--- src/logic/lfs_pkg.sv ---
package lfs_pkg;

    localparam int CLK_MHZ = 250;
    localparam int CLK_HZ = CLK_MHZ * 1_000_000;

    // Supply must stay low this long before the device drops out
    localparam int UV_FALL_US = 50;
    localparam logic [15:0] UV_FALL_CYC = 16'(UV_FALL_US * CLK_MHZ);
    // Dimming input low time that forces shutdown, 32,750 cycles
    localparam logic [15:0] SHDN_LOW_CYC = 16'h7FEE;

    // Triangle dither of the boost frequency, in per mille of nominal
    localparam int DITHER_RATE_HZ = 12_500;
    localparam int DITHER_HALF_CYC = CLK_HZ / (2 * DITHER_RATE_HZ);
    localparam logic [10:0] DITHER_MIN_PM = 11'h3B6;
    localparam logic [10:0] DITHER_MAX_PM = 11'h41A;
    localparam int DITHER_SPAN = int'(DITHER_MAX_PM - DITHER_MIN_PM);
    localparam logic [7:0] DITHER_STEP_CYC =
        8'(DITHER_HALF_CYC / DITHER_SPAN);

    localparam logic [3:0] ADDR_CTRL = 4'h0;
    localparam logic [3:0] ADDR_STATUS = 4'h4;
    localparam logic [3:0] ADDR_MASK = 4'h8;
    localparam logic [3:0] ADDR_STATE = 4'hC;

    localparam int CTRL_RESCAN_BIT = 0;

    localparam int EV_LATCH = 0;
    localparam int EV_SHDN = 1;
    localparam int EV_UVLO = 2;
    localparam int EV_OPEN = 3;
    localparam int EV_FREQ_SET = 4;
    localparam int EV_CUR_SET = 5;
    localparam int EV_SHORT = 6;
    localparam int EV_OVP = 7;

    localparam int STF_STATE = 0;
    localparam int STF_MASK = 4;
    localparam int STF_RAISE = 8;
    localparam int STF_FAULT = 9;
    localparam int STF_PM = 16;

    localparam logic [7:0] MASK_RST = 8'h00;
    localparam logic [7:0] STATUS_RST = 8'h00;
    localparam logic [3:0] SINK_MASK_RST = 4'hF;

    typedef enum logic [2:0] {
        ST_UVLO = 3'b000,
        ST_SHDN = 3'b001,
        ST_HOLD = 3'b010,
        ST_RUN = 3'b011,
        ST_LATCH = 3'b100
    } lfs_state_t;

    typedef struct packed {
        logic dim;
        logic vin_rise_ok;
        logic vin_below_fall;
        logic primary_switch_current_limit;
        logic secondary_switch_current_limit;
        logic input_sense_node_oc;
        logic boost_switch_node_ovp;
        logic out_ovp;
        logic led_current_set_oc;
        logic frequency_set_oc;
        logic cycle_start;
        logic [3:0] led_sink_short;
        logic [3:0] led_in_reg;
    } lfs_pins_t;

    typedef struct packed {
        lfs_pins_t s1;
        lfs_pins_t s2;
        lfs_pins_t s3;
        lfs_pins_t held;
    } lfs_sync_t;

    typedef struct packed {
        lfs_state_t state;
        logic [15:0] uv_cnt;
        logic [15:0] low_cnt;
        logic [7:0] dith_cnt;
        logic [10:0] dith_pm;
        logic dith_up;
        logic [3:0] sink_mask;
        logic raise;
        logic trunc;
        logic softstart;
        logic boost_en;
        logic disc_en;
        logic bias_en;
        logic [3:0] sinks;
        logic fault_o;
        logic fault_oe;
        logic [7:0] status;
        logic [7:0] mask;
        logic irq;
        logic ack;
        logic waitreq;
        logic [31:0] rdata;
    } lfs_core_t;

endpackage : lfs_pkg

--- src/logic/lfs_sync.sv ---
module lfs_sync
    import lfs_pkg::*;
(
    input wire logic i_clk, // Switching clock
    input wire logic i_rst_b, // Synchronous reset, active low
    input wire lfs_pins_t i_pins, // Raw comparator and pin levels
    output lfs_pins_t o_pins // Filtered levels
);

    lfs_sync_t q;
    lfs_sync_t d;

    always_comb
    begin
        d = q;
        d.s1 = i_pins;
        d.s2 = q.s1;
        d.s3 = q.s2;
        // A bit moves only once the last two stages agree
        d.held = (q.s3 & ~(q.s2 ^ q.s3)) | (q.held & (q.s2 ^ q.s3));
    end

    always_ff @(posedge i_clk)
    begin
        if (!i_rst_b)
        begin
            q <= '0;
        end
        else
        begin
            q <= d;
        end
    end

    assign o_pins = q.held;

endmodule : lfs_sync

--- src/logic/lfs_supervisor.sv ---
// Overview of operation
// - Enable on rising supply; disable after 50us low
// - Long dimming low enters shutdown, clears faults
// - Shutdown keeps sinks off until dimming high
// - Shutdown turns off bias and disconnect gate
// - Boost frequency dithered between 0.95 and 1.05
// - Dither is a 12.5 kHz triangle
// - Primary current limit truncates one on-time only
// - Secondary current limit latches off, flags fault
// - Input sense overcurrent latches off, flags fault
// - Switch node overvoltage latches off, flags fault
// - Long dimming low releases a latched fault
// - Shorted sink holds soft-start, disconnect on
// - Open sink found via overvoltage, string dropped
// - Current-set overcurrent stops boost and sinks
// - Frequency-set overcurrent stops all but bias, flags fault
// - Output overvoltage pauses switching only
// - Fault flag pulls the open-drain pin low
// - Undervoltage clears latched faults, all off but bias
//
// The Avalon-MM register port and the register offsets were left to the implementer.
module lfs_supervisor
    import lfs_pkg::*;
#(
    parameter logic [15:0] P_UV_FALL_CYC = UV_FALL_CYC, // Drop-out delay
    parameter logic [15:0] P_SHDN_LOW_CYC = SHDN_LOW_CYC // Shutdown delay
)
(
    input wire logic I_CLK, // Switching clock, 250 MHz
    input wire logic I_RST_B, // Synchronous reset, active low
    input wire lfs_pins_t I_PINS, // Comparator and pin levels
    input wire logic [3:0] I_AVS_ADDRESS, // Byte address
    input wire logic I_AVS_READ, // Read request
    input wire logic I_AVS_WRITE, // Write request
    input wire logic [31:0] I_AVS_WRITEDATA, // Write data
    input wire logic [3:0] I_AVS_BYTEENABLE, // Byte lanes
    output logic [31:0] O_AVS_READDATA, // Read data
    output logic O_AVS_WAITREQUEST, // Stall, high until answer
    output logic O_BOOST_EN, // Boost may switch
    output logic O_TRUNC, // End present on-time
    output logic O_SOFTSTART, // Start soft-start ramp
    output logic O_RAISE_VOUT, // Raise output to find open sink
    output logic O_DISC_EN, // Disconnect switch gate drive
    output logic O_BIAS_EN, // Internal bias regulator
    output logic [3:0] O_SINK_EN, // Current sink enables
    output logic O_FAULT_O, // Fault pin level when driven
    output logic O_FAULT_OE, // Fault pin pulled low
    output logic [10:0] O_FREQ_PERMIL, // Frequency in per mille
    output logic O_IRQ // Interrupt, level
);

    localparam lfs_core_t CORE_RST = '{
        state: ST_UVLO,
        dith_pm: DITHER_MIN_PM,
        dith_up: 1'b1,
        sink_mask: SINK_MASK_RST,
        bias_en: 1'b1,
        status: STATUS_RST,
        mask: MASK_RST,
        waitreq: 1'b1,
        default: '0
    };

    lfs_pins_t pin;
    lfs_core_t q;
    lfs_core_t d;
    logic latch_trip;
    logic uv_off;
    logic shdn_trip;
    logic quiet;

    function automatic logic [3:0] reg_sel(input logic [3:0] addr);
        reg_sel = 4'h0;
        case (addr)
            ADDR_CTRL: reg_sel = 4'h1;
            ADDR_STATUS: reg_sel = 4'h2;
            ADDR_MASK: reg_sel = 4'h4;
            ADDR_STATE: reg_sel = 4'h8;
            default: reg_sel = 4'h0;
        endcase
    endfunction : reg_sel

    lfs_sync u_sync (
        .i_clk(I_CLK),
        .i_rst_b(I_RST_B),
        .i_pins(I_PINS),
        .o_pins(pin)
    );

    assign latch_trip = pin.secondary_switch_current_limit
        | pin.input_sense_node_oc
        | pin.boost_switch_node_ovp;
    assign uv_off = q.uv_cnt >= P_UV_FALL_CYC;
    assign shdn_trip = q.low_cnt >= P_SHDN_LOW_CYC;
    assign quiet = !latch_trip && !uv_off && !shdn_trip
        && !pin.frequency_set_oc;

    always_comb
    begin
        logic [3:0] sel;
        logic [7:0] ev;
        logic [7:0] w1c;
        logic wr_ok;
        logic live;
        logic run;
        logic hold;
        sel = reg_sel(I_AVS_ADDRESS);
        ev = 8'h00;
        w1c = 8'h00;
        wr_ok = q.ack && I_AVS_WRITE && I_AVS_BYTEENABLE[0];
        live = (q.state != ST_UVLO) && (q.state != ST_SHDN);
        run = 1'b0;
        hold = 1'b0;
        d = q;

        // Glitch filter: only a continuous low supply counts
        if (!pin.vin_below_fall)
        begin
            d.uv_cnt = 16'h0000;
        end
        else if (q.uv_cnt < P_UV_FALL_CYC)
        begin
            d.uv_cnt = q.uv_cnt + 16'h0001;
        end

        if (pin.dim)
        begin
            d.low_cnt = 16'h0000;
        end
        else if (q.low_cnt < P_SHDN_LOW_CYC)
        begin
            d.low_cnt = q.low_cnt + 16'h0001;
        end

        d.softstart = 1'b0;
        if (q.state != ST_UVLO && uv_off)
        begin
            d.state = ST_UVLO;
            ev[EV_UVLO] = 1'b1;
        end
        else if (live && shdn_trip)
        begin
            d.state = ST_SHDN;
            ev[EV_SHDN] = 1'b1;
        end
        else
        begin
            unique case (q.state)
                ST_UVLO:
                begin
                    if (pin.vin_rise_ok)
                    begin
                        d.state = ST_HOLD;
                    end
                end
                ST_SHDN:
                begin
                    if (pin.dim)
                    begin
                        d.state = ST_HOLD;
                    end
                end
                ST_HOLD:
                begin
                    if (latch_trip)
                    begin
                        d.state = ST_LATCH;
                    end
                    else if (!pin.frequency_set_oc
                             && pin.led_sink_short == 4'h0)
                    begin
                        d.state = ST_RUN;
                        d.softstart = 1'b1;
                    end
                end
                ST_RUN:
                begin
                    if (latch_trip)
                    begin
                        d.state = ST_LATCH;
                    end
                    else if (pin.frequency_set_oc)
                    begin
                        d.state = ST_HOLD;
                    end
                end
                ST_LATCH:
                begin
                    d.state = ST_LATCH;
                end
                default:
                begin
                    d.state = ST_UVLO;
                end
            endcase
        end

        if (d.state == ST_LATCH && q.state != ST_LATCH)
        begin
            ev[EV_LATCH] = 1'b1;
        end
        ev[EV_FREQ_SET] = live && pin.frequency_set_oc;
        ev[EV_CUR_SET] = q.state == ST_RUN && pin.led_current_set_oc;
        ev[EV_SHORT] = q.state == ST_HOLD && pin.led_sink_short != 4'h0;
        ev[EV_OVP] = q.state == ST_RUN && pin.out_ovp;

        // Open sink search: raise output, drop strings not regulating
        if (q.state != ST_RUN)
        begin
            d.raise = 1'b0;
        end
        else if (pin.dim)
        begin
            if (q.raise && pin.out_ovp)
            begin
                d.sink_mask = q.sink_mask & pin.led_in_reg;
                d.raise = 1'b0;
                ev[EV_OPEN] = 1'b1;
            end
            else if ((q.sinks & ~pin.led_in_reg) != 4'h0)
            begin
                d.raise = 1'b1;
            end
        end

        if (wr_ok && sel[0] && I_AVS_WRITEDATA[CTRL_RESCAN_BIT])
        begin
            d.sink_mask = SINK_MASK_RST;
        end
        if (d.state == ST_SHDN || d.state == ST_UVLO)
        begin
            d.sink_mask = SINK_MASK_RST;
            d.raise = 1'b0;
        end

        // Truncation lasts only to the next cycle start
        d.trunc = (q.state == ST_RUN)
            && (pin.primary_switch_current_limit
                || (q.trunc && !pin.cycle_start));

        run = d.state == ST_RUN;
        hold = d.state == ST_HOLD;
        d.bias_en = d.state != ST_SHDN;
        d.disc_en = run || (hold && !pin.frequency_set_oc);
        d.boost_en = run && !pin.led_current_set_oc
            && !pin.out_ovp;
        d.sinks = (run && !pin.led_current_set_oc && pin.dim)
            ? d.sink_mask : 4'h0;
        d.fault_o = 1'b0;
        d.fault_oe = (d.state == ST_LATCH)
            || ((run || hold) && pin.frequency_set_oc);

        // Dither runs free of the enable state
        if (q.dith_cnt == DITHER_STEP_CYC - 8'h01)
        begin
            d.dith_cnt = 8'h00;
            d.dith_pm = q.dith_up ? q.dith_pm + 11'h001
                                  : q.dith_pm - 11'h001;
            if (d.dith_pm == DITHER_MAX_PM)
            begin
                d.dith_up = 1'b0;
            end
            else if (d.dith_pm == DITHER_MIN_PM)
            begin
                d.dith_up = 1'b1;
            end
        end
        else
        begin
            d.dith_cnt = q.dith_cnt + 8'h01;
        end

        // One wait state; write lands when waitrequest is seen low
        if (q.ack)
        begin
            d.ack = 1'b0;
            d.waitreq = 1'b1;
        end
        else if (I_AVS_READ || I_AVS_WRITE)
        begin
            d.ack = 1'b1;
            d.waitreq = 1'b0;
            d.rdata = 32'h0000_0000;
            if (sel[1])
            begin
                d.rdata[7:0] = q.status;
            end
            if (sel[2])
            begin
                d.rdata[7:0] = q.mask;
            end
            if (sel[3])
            begin
                d.rdata[STF_STATE +: 3] = q.state;
                d.rdata[STF_MASK +: 4] = q.sink_mask;
                d.rdata[STF_RAISE] = q.raise;
                d.rdata[STF_FAULT] = q.fault_oe;
                d.rdata[STF_PM +: 11] = q.dith_pm;
            end
        end
        if (wr_ok && sel[1])
        begin
            w1c = I_AVS_WRITEDATA[7:0];
        end
        if (wr_ok && sel[2])
        begin
            d.mask = I_AVS_WRITEDATA[7:0];
        end
        // New events win over a clear in the same cycle
        d.status = (q.status & ~w1c) | ev;
        d.irq = |(d.status & d.mask);
    end

    always_ff @(posedge I_CLK)
    begin
        if (!I_RST_B)
        begin
            q <= CORE_RST;
        end
        else
        begin
            q <= d;
        end
    end

    assign O_AVS_READDATA = q.rdata;
    assign O_AVS_WAITREQUEST = q.waitreq;
    assign O_BOOST_EN = q.boost_en;
    assign O_TRUNC = q.trunc;
    assign O_SOFTSTART = q.softstart;
    assign O_RAISE_VOUT = q.raise;
    assign O_DISC_EN = q.disc_en;
    assign O_BIAS_EN = q.bias_en;
    assign O_SINK_EN = q.sinks;
    assign O_FAULT_O = q.fault_o;
    assign O_FAULT_OE = q.fault_oe;
    assign O_FREQ_PERMIL = q.dith_pm;
    assign O_IRQ = q.irq;

    uv_lockout_a: assert property (
        @(posedge I_CLK) disable iff (!I_RST_B)
        q.state != ST_UVLO && uv_off |=>
        q.state == ST_UVLO && !O_DISC_EN && !O_BOOST_EN
    ) else $error("supply drop-out did not disable");

    uv_clear_a: assert property (
        @(posedge I_CLK) disable iff (!I_RST_B)
        q.state == ST_LATCH && uv_off |=> !O_FAULT_OE && O_SINK_EN == 4'h0
    ) else $error("undervoltage did not clear latch");

    shdn_entry_a: assert property (
        @(posedge I_CLK) disable iff (!I_RST_B)
        q.state inside {ST_HOLD, ST_RUN, ST_LATCH} && !uv_off && shdn_trip
        |=> q.state == ST_SHDN && q.sink_mask == SINK_MASK_RST
    ) else $error("long low did not shut down");

    shdn_sinks_a: assert property (
        @(posedge I_CLK) disable iff (!I_RST_B)
        q.state == ST_SHDN && !pin.dim && !uv_off |=>
        q.state == ST_SHDN && O_SINK_EN == 4'h0
    ) else $error("shutdown left early or sinks on");

    shdn_bias_a: assert property (
        @(posedge I_CLK) disable iff (!I_RST_B)
        q.state == ST_SHDN |-> !O_BIAS_EN && !O_DISC_EN
    ) else $error("bias or disconnect on in shutdown");

    dither_band_a: assert property (
        @(posedge I_CLK) disable iff (!I_RST_B)
        O_FREQ_PERMIL >= DITHER_MIN_PM && O_FREQ_PERMIL <= DITHER_MAX_PM
    ) else $error("dither out of band");

    dither_step_a: assert property (
        @(posedge I_CLK) disable iff (!I_RST_B)
        q.dith_cnt != DITHER_STEP_CYC - 8'h01 |=> $stable(O_FREQ_PERMIL)
    ) else $error("dither moved between steps");

    trunc_cut_a: assert property (
        @(posedge I_CLK) disable iff (!I_RST_B)
        q.state == ST_RUN && pin.primary_switch_current_limit && quiet
        |=> O_TRUNC && O_DISC_EN && !O_FAULT_OE
    ) else $error("on-time not truncated");

    latch_off_a: assert property (
        @(posedge I_CLK) disable iff (!I_RST_B)
        q.state inside {ST_HOLD, ST_RUN} && latch_trip && !uv_off
        && !shdn_trip |=> q.state == ST_LATCH && O_FAULT_OE
        && !O_DISC_EN && !O_BOOST_EN && O_SINK_EN == 4'h0
    ) else $error("protection fault did not latch");

    latch_hold_a: assert property (
        @(posedge I_CLK) disable iff (!I_RST_B)
        q.state == ST_LATCH && !uv_off && !shdn_trip |=> q.state == ST_LATCH
    ) else $error("latch released without long low");

    short_hold_a: assert property (
        @(posedge I_CLK) disable iff (!I_RST_B)
        q.state == ST_HOLD && pin.led_sink_short != 4'h0 && quiet
        |=> q.state == ST_HOLD && O_DISC_EN && !O_BOOST_EN && !O_FAULT_OE
    ) else $error("soft-start not held on short");

    open_drop_a: assert property (
        @(posedge I_CLK) disable iff (!I_RST_B)
        q.state == ST_RUN && q.raise && pin.out_ovp && pin.dim && quiet
        |=> !q.raise && (q.sink_mask & ~$past(pin.led_in_reg)) == 4'h0
    ) else $error("open string not dropped");

    cur_set_a: assert property (
        @(posedge I_CLK) disable iff (!I_RST_B)
        q.state == ST_RUN && pin.led_current_set_oc && quiet |=>
        !O_BOOST_EN && O_SINK_EN == 4'h0 && O_DISC_EN && !O_FAULT_OE
    ) else $error("current-set fault response wrong");

    freq_set_a: assert property (
        @(posedge I_CLK) disable iff (!I_RST_B)
        q.state == ST_RUN && pin.frequency_set_oc && !latch_trip
        && !uv_off && !shdn_trip |=> q.state == ST_HOLD
        && O_FAULT_OE && !O_DISC_EN && !O_BOOST_EN
    ) else $error("frequency-set fault response wrong");

    out_ovp_a: assert property (
        @(posedge I_CLK) disable iff (!I_RST_B)
        q.state == ST_RUN && pin.out_ovp && quiet |=>
        !O_BOOST_EN && O_DISC_EN && !O_FAULT_OE
    ) else $error("overvoltage did not pause switching");

    fault_pin_a: assert property (
        @(posedge I_CLK) disable iff (!I_RST_B)
        O_FAULT_OE |-> !O_FAULT_O
    ) else $error("fault pin driven high");

    low_restart_a: assert property (
        @(posedge I_CLK) disable iff (!I_RST_B)
        pin.dim |=> q.low_cnt == 16'h0000
    ) else $error("low counter not restarted");

endmodule : lfs_supervisor

--- config.mk ---
export PLATFORM = sky130hd
export DESIGN_NAME = lfs_supervisor
export DESIGN_NICKNAME = d
export VERILOG_FILES = /design/src/logic/lfs_pkg.sv /design/src/logic/lfs_sync.sv /design/src/logic/lfs_supervisor.sv
export SDC_FILE = /design/constraint.sdc
export NUM_CORES = 1
export LEC_CHECK = 0
export BUFFER_PORTS_ARGS = -buffer_cell sky130_fd_sc_hd__buf_2
export CAP_MARGIN = 10
export CORE_UTILIZATION = 48
export CTS_CLUSTER_DIAMETER = 40
export DETAILED_ROUTE_END_ITERATION = 7
export GPL_ROUTABILITY_DRIVEN = 1
export MAX_ROUTING_LAYER = met4
export PLACE_DENSITY = 0.69
export SLEW_MARGIN = 20
export SYNTH_ARGS = -nofsm -noshare
export SYNTH_HDL_FRONTEND = slang
export SYNTH_SLANG_ARGS = --single-unit
--- constraint.sdc ---
create_clock -name I_CLK -period 2.75 [get_ports I_CLK]
set_input_delay 0.275 -clock I_CLK [delete_from_list [all_inputs] [get_ports I_CLK]]
set_output_delay 0.275 -clock I_CLK [all_outputs]
set_load 0.03 [all_outputs]
### Yosys cells after proc, flatten, opt, wreduce, memory -nomap -nowiden

Index checks and enable logic that the tools add are counted.

| cells by class | value |
|---|---|
| add/subtract/negate cells | 5 |
| multiply operators | 0 |
| div/mod/pow operators | 0 |
| $lt $le $gt $ge | 4 |
| eq/ne operators | 18 |
| shifts and indexed selects | 0 |
| mux-type cells | 37 |
| bitwise gates (word level) | 17 |
| reduce and logical (&&, ||, !) cells | 53 |

Operator list:

| kind | count |
|---|---|
| $and 19x19->19 | 2 |
| $mux 34 | 1 |
| $add 16x1->16 const B | 2 |
| $mux 8 | 4 |
| $mux 3 | 9 |
| $logic_and 1x1->1 | 23 |
| $mux 11 | 2 |
| $not 19->19 | 1 |
| $or 19x19->19 | 1 |
| $xor 19x19->19 | 1 |
| $and 8x8->8 | 2 |
| $ge 16x14->1 const B | 1 |
| $ge 16x15->1 const B | 1 |
| $lt 16x14->1 const B | 1 |
| $lt 16x15->1 const B | 1 |
| $pmux 4 s4 | 1 |
| $pmux 3 s5 | 1 |
| $mux 1 | 13 |
| $eq 3x2->1 const B | 4 |
| $mux 4 | 3 |
| $add 11x1->11 const B | 1 |
| $eq 11x10->1 const B | 1 |
| $eq 11x11->1 const B | 1 |
| $sub 11x1->11 const B | 1 |
| 29 further kinds | 56 |

| word-level totals | value |
|---|---|
| register bits after elaboration | 187 |
| latch bits | 0 |
| bits in writable memories | 0 |
| memory bits (read-only) | 0 |
| input bits | 63 |
| output and inout bits | 57 |
| word-level logic and storage cells | 208 |
| memories | 0 |

### Logic depth before layout (Yosys ltp)

| depth | value |
|---|---|
| depth in word-level cells | 13 |
| mapped depth | 10 |
| depth with buffers taken out | 8 |

### Modules after synthesis

Synthesis repeated with hierarchy kept, for this count alone.

| second synthesis, totals | value |
|---|---|
| cells, all modules | 855 |
| area total of the unflattened synthesis | 7987.7 um^2 |

By module, submodules not included:

| module | times used | cells each | area an instance (um^2) | sequential area each (um^2) |
|---|---|---|---|---|
| lfs_supervisor | 1 | 638 | 5550.3 | 2202.1 |
| lfs_sync | 1 | 217 | 2437.3 | 1521.5 |

### Worst setup path after synthesis

Ideal clock, no wire load.

| timing path | value |
|---|---|
| path type | register to register |
| from | register q[67] in the netlist's numbering |
| to | register q[67] in the netlist's numbering |
| library setup time | 58 ps |
| arrival | 2246 ps |
| required time | 2692 ps |
| setup slack | 446 ps |
| cell stages (with the launch flop) | 9 |
| path buffers | 0 |
| period minus slack after synthesis | 2304 ps |
| cell sequence | dfxtp_1 -> inv_1 -> ha_1 -> or4b_1 -> a211oi_2 -> a211oi_1 -> or3_1 -> o41ai_2 -> o211a_1 |

| on the way | value |
|---|---|
| word-level cells in the longest chain between the ends | 4 |
| elaborated cells between the ends (all ways) | 6 |
| those cells by class | 2 x eq/ne; 2 x mux; 2 x reduce/logical |

RTL lines:

| element | line | text |
|---|---|---|
| start, declared | lfs_supervisor.sv:65 | `lfs_core_t q;` |
| start signal, assigned | lfs_supervisor.sv:318 | `q <= CORE_RST;` |
| start signal, assigned | lfs_supervisor.sv:322 | `q <= d;` |
| $mux 11 (*) | lfs_supervisor.sv:257 | `d.dith_pm = q.dith_up ? q.dith_pm + 11'h001` |
| $eq 11x11->1 or $eq 11x10->1 (tied branches) | lfs_supervisor.sv:259, lfs_supervisor.sv:263 |  |
| $reduce_bool 2->1 (no line) | n/a |  |
| $reduce_and 2->1 (no line) | n/a |  |

Every way passes the cells marked *; elsewhere a longest branch is shown, timed or not.
A chain may end at the register's enable or synchronous reset.

### Worst setup path in the final report

Same ends and word-level chain as after synthesis.

==> metrics.yaml <==
grt_max_degree: 61
tns_ns: 0
seq_area_frac_synth: 0.4828
cp_num_cells: 8
final_area_um2: 8646
synthArstFlopShare: 0
outcome: "completed"
fp.dieH_um: 128.8
r2r_start: "q[67]$_SDFFE_PN1P_"
power.switching_mw: 1.170
wl_met3_um: 745
synth_enable_flop_cells: 0
port_buffers: 80
htree_levels: 4
vdd_drop_max_uv: 469.8
p_leak_nw: 3.505
placed_cell_area_um2: 8008
holdPathEnd: "u_sync.d[42]$_SDFF_PN0_"
clkTransAtPathRegs_ns: 0.07
numCtsBuffers: 17
syn-cell-area_um2: 7712
synth.area.top_cells: "dfxtp_1 (48%), and2_1 (4.9%), buf_4 (4.8%), nand2_1 (4.5%), a21oi_1 (4.0%)"
max-slew-margin-rel: 0.4971
hold_depth: 2
power.internal_mw: 4.388
slew_viol_final: 0
num_vias: 5855
ff2ff_path_depth: 8
end_kind: "flop"
cts_root_buf: "clkbuf_16"
drc: 0
worst-path-max-fanout: 10
yosys.area.top_type_share: 0.4828
viasPerCell: 5.191
finalCriticalPeriod_ns: 2.623
syn_inst: 866
criticalPathCategory: "flop to flop"
num_io_pins: 120
routabilityCongestion: 0.8653
yosys_warnings: 0
overflow: 0
clockBufferDepth: 2
diodes: 0
die_w_um: 128.8
track_usage: 0.1985
power_density_nw_per_um2: 642.9
critPathMaxStageDelay_ns: 0.57
ys.flop_type: "dfxtp_1"
dr.max_layer_used: "met4"
finalSetupViolCount: 0
hold_path.class: "input port to flop"
core_um2: 15430
wl_per_cell_um: 13.54
layout_commonest_cell: "dfxtp_1"
finalWirelength_mm: 15.27
grt_pass1_vias: 5116
hpwl_mm: 10.60
rsz0062_at_grt: "no"
ys_types: 64
worstPathArrival_ns: 2.99
setup.worst_path.start_class: "flop"
firstDrtPassIters: 5
row_count: 45
cp_num_buf_inv: 1
grt_pass1_wl_mm: 25.06
max_freq_ghz: 0.3812
postSynthAreaPerCell_um2: 8.906
final_cell_mix: "dfxtp_1 (186), nand2_1 (92), buf_2 (80), nor2_1 (78)"
dieArea_um2: 16580
period_share: 0.9539
path_cells: "inv_1 > ha_1 > or4b_1 > a211oi_2 > a211oi_1 > or3_1 > o41ai_2 > o211a_1"
antenna_found_initial: 0
fin_nets: 983
comb_power_share: 0.038
postCtsSetupRepairBufs: 0
wl_met1_mm: 7.828
skew_ns: 0.007615
cts.sinks: 186
wl_met2_mm: 6.530
syn_to_final_growth_pct: 12.10
min_from: "I_PINS[4]"
start_util: 0.4999
ys_seq_elements: 186
drt_iter0_markers: 435
r2r_setup_slack_ns: 0.13
reg2reg_to: "q[67]$_SDFFE_PN1P_"
hold_violations: 0
clock_power_share: 0.464
cts_tree: "done"
seqPwrFrac: 0.498
slowest_stage: "or4b_1"
maxCapViolCount: 0
worst_slew_pin_slew_ns: 0.7515
drive_gt1_frac: 0.1494
clock_latency_ns: 0.42
yosys.area.top_type: "dfxtp_1"
crit_family: "simple AND/OR/NAND/NOR gates"
switching_share: 0.2105
cp_data_required_time_ns: 3.12
ant_nets: 0
-- repair_timing --
item | CTS | global route
gates resized for setup | 0 | 2
endpoints found under the hold margin | 0 | 0
hold buffers | 0 | 0
endpoints found under the setup margin | 0 | 1
-- synth_stat cells (3+ instances only) --
master    count
o21ai_0      37
nand3_1      39
nor2_1       78
and3_1        8
and4_1        3
nor3_1        6
and2_1       61
nor4_1        6
nor3b_1       4
a31oi_1       5
nand2b_1      5
a211o_1       4
or3_1         7
a22oi_1       3
nor2b_1       6
o211ai_1     15
ha_1         15
inv_1        21
xor2_1       23
nand4_1      20
dfxtp_1     186
o31ai_1       3
xnor2_1      13
a21oi_1      61
nand2_1      92
a21o_1        3
a211oi_1     10
mux2i_1       7
nor4_2        3
clkbuf_1     34
buf_4        49
-- power by group through the flow --
stage               logic (mW)  clock network (mW)  registers [mW]
floorplan                0.160                   0            2.83
global placement         0.207                   0            2.83
detailed placement       0.209                   0            2.83
CTS                      0.210                2.63            2.77
global route             0.231                2.73            2.77
finish                   0.209                2.58            2.77
-- final cells by class --
type	instances	area, um2
fill	1386	6782
sequential	186	3724
multi-input combinational	585	3457
timing repair buffer	92	490.5
clock buffer	22	464.2
tap	211	264.0
clock inverter	10	163.9
inverter	22	82.58
-- stage by stage --
step	cells	worst slack [ns]	power (mW)	util	hold slack [ns]
global placement	1096	0.2193	3.036	0.5191	0.4139
global route	1128	0.04314	5.738	0.5604	0.04080
floorplan	877	0.4459	2.987	-	0.4023
finish	1128	0.1267	5.558	0.5604	0.05128
detailed placement	1096	0.1568	3.039	0.5191	0.4169
CTS	1128	0.1247	5.614	0.5598	0.03436
-- how the worst max path moves through the flow --
stage                             startpoint                  to  slack, ns
after global placement    q[67]$_SDFFE_PN1P_  q[67]$_SDFFE_PN1P_       0.22
after floorplan           q[67]$_SDFFE_PN1P_  q[67]$_SDFFE_PN1P_       0.45
after global routing      q[67]$_SDFFE_PN1P_  q[67]$_SDFFE_PN1P_       0.04
after CTS                 q[67]$_SDFFE_PN1P_  q[67]$_SDFFE_PN1P_       0.12
final                     q[67]$_SDFFE_PN1P_  q[67]$_SDFFE_PN1P_       0.13
after detailed placement  q[67]$_SDFFE_PN1P_  q[67]$_SDFFE_PN1P_       0.16
-- layer usage --
layer  vias up  GRT usage
met2       141     0.2881
met5         -          -
met4         0    0.06713
met3        11    0.04033
li1       3004          -
met1      2699     0.2740
-- cells by family after synthesis --
kind of cell               count (synthesis)  share of synthesized area
xor gates and xnor gates                  36                    0.04088
buffers and inverters                    106                    0.07560
muxes                                      8                    0.01055
DFF                                      186                     0.4828
other                                      1                  0.0004862
AOI/OAI and AO/OA                        167                     0.1363
adders and majority gates                 16                    0.02693
and+or+nand+nor                          346                     0.2265
Note: power is estimated with default switching activity, not from simulation.
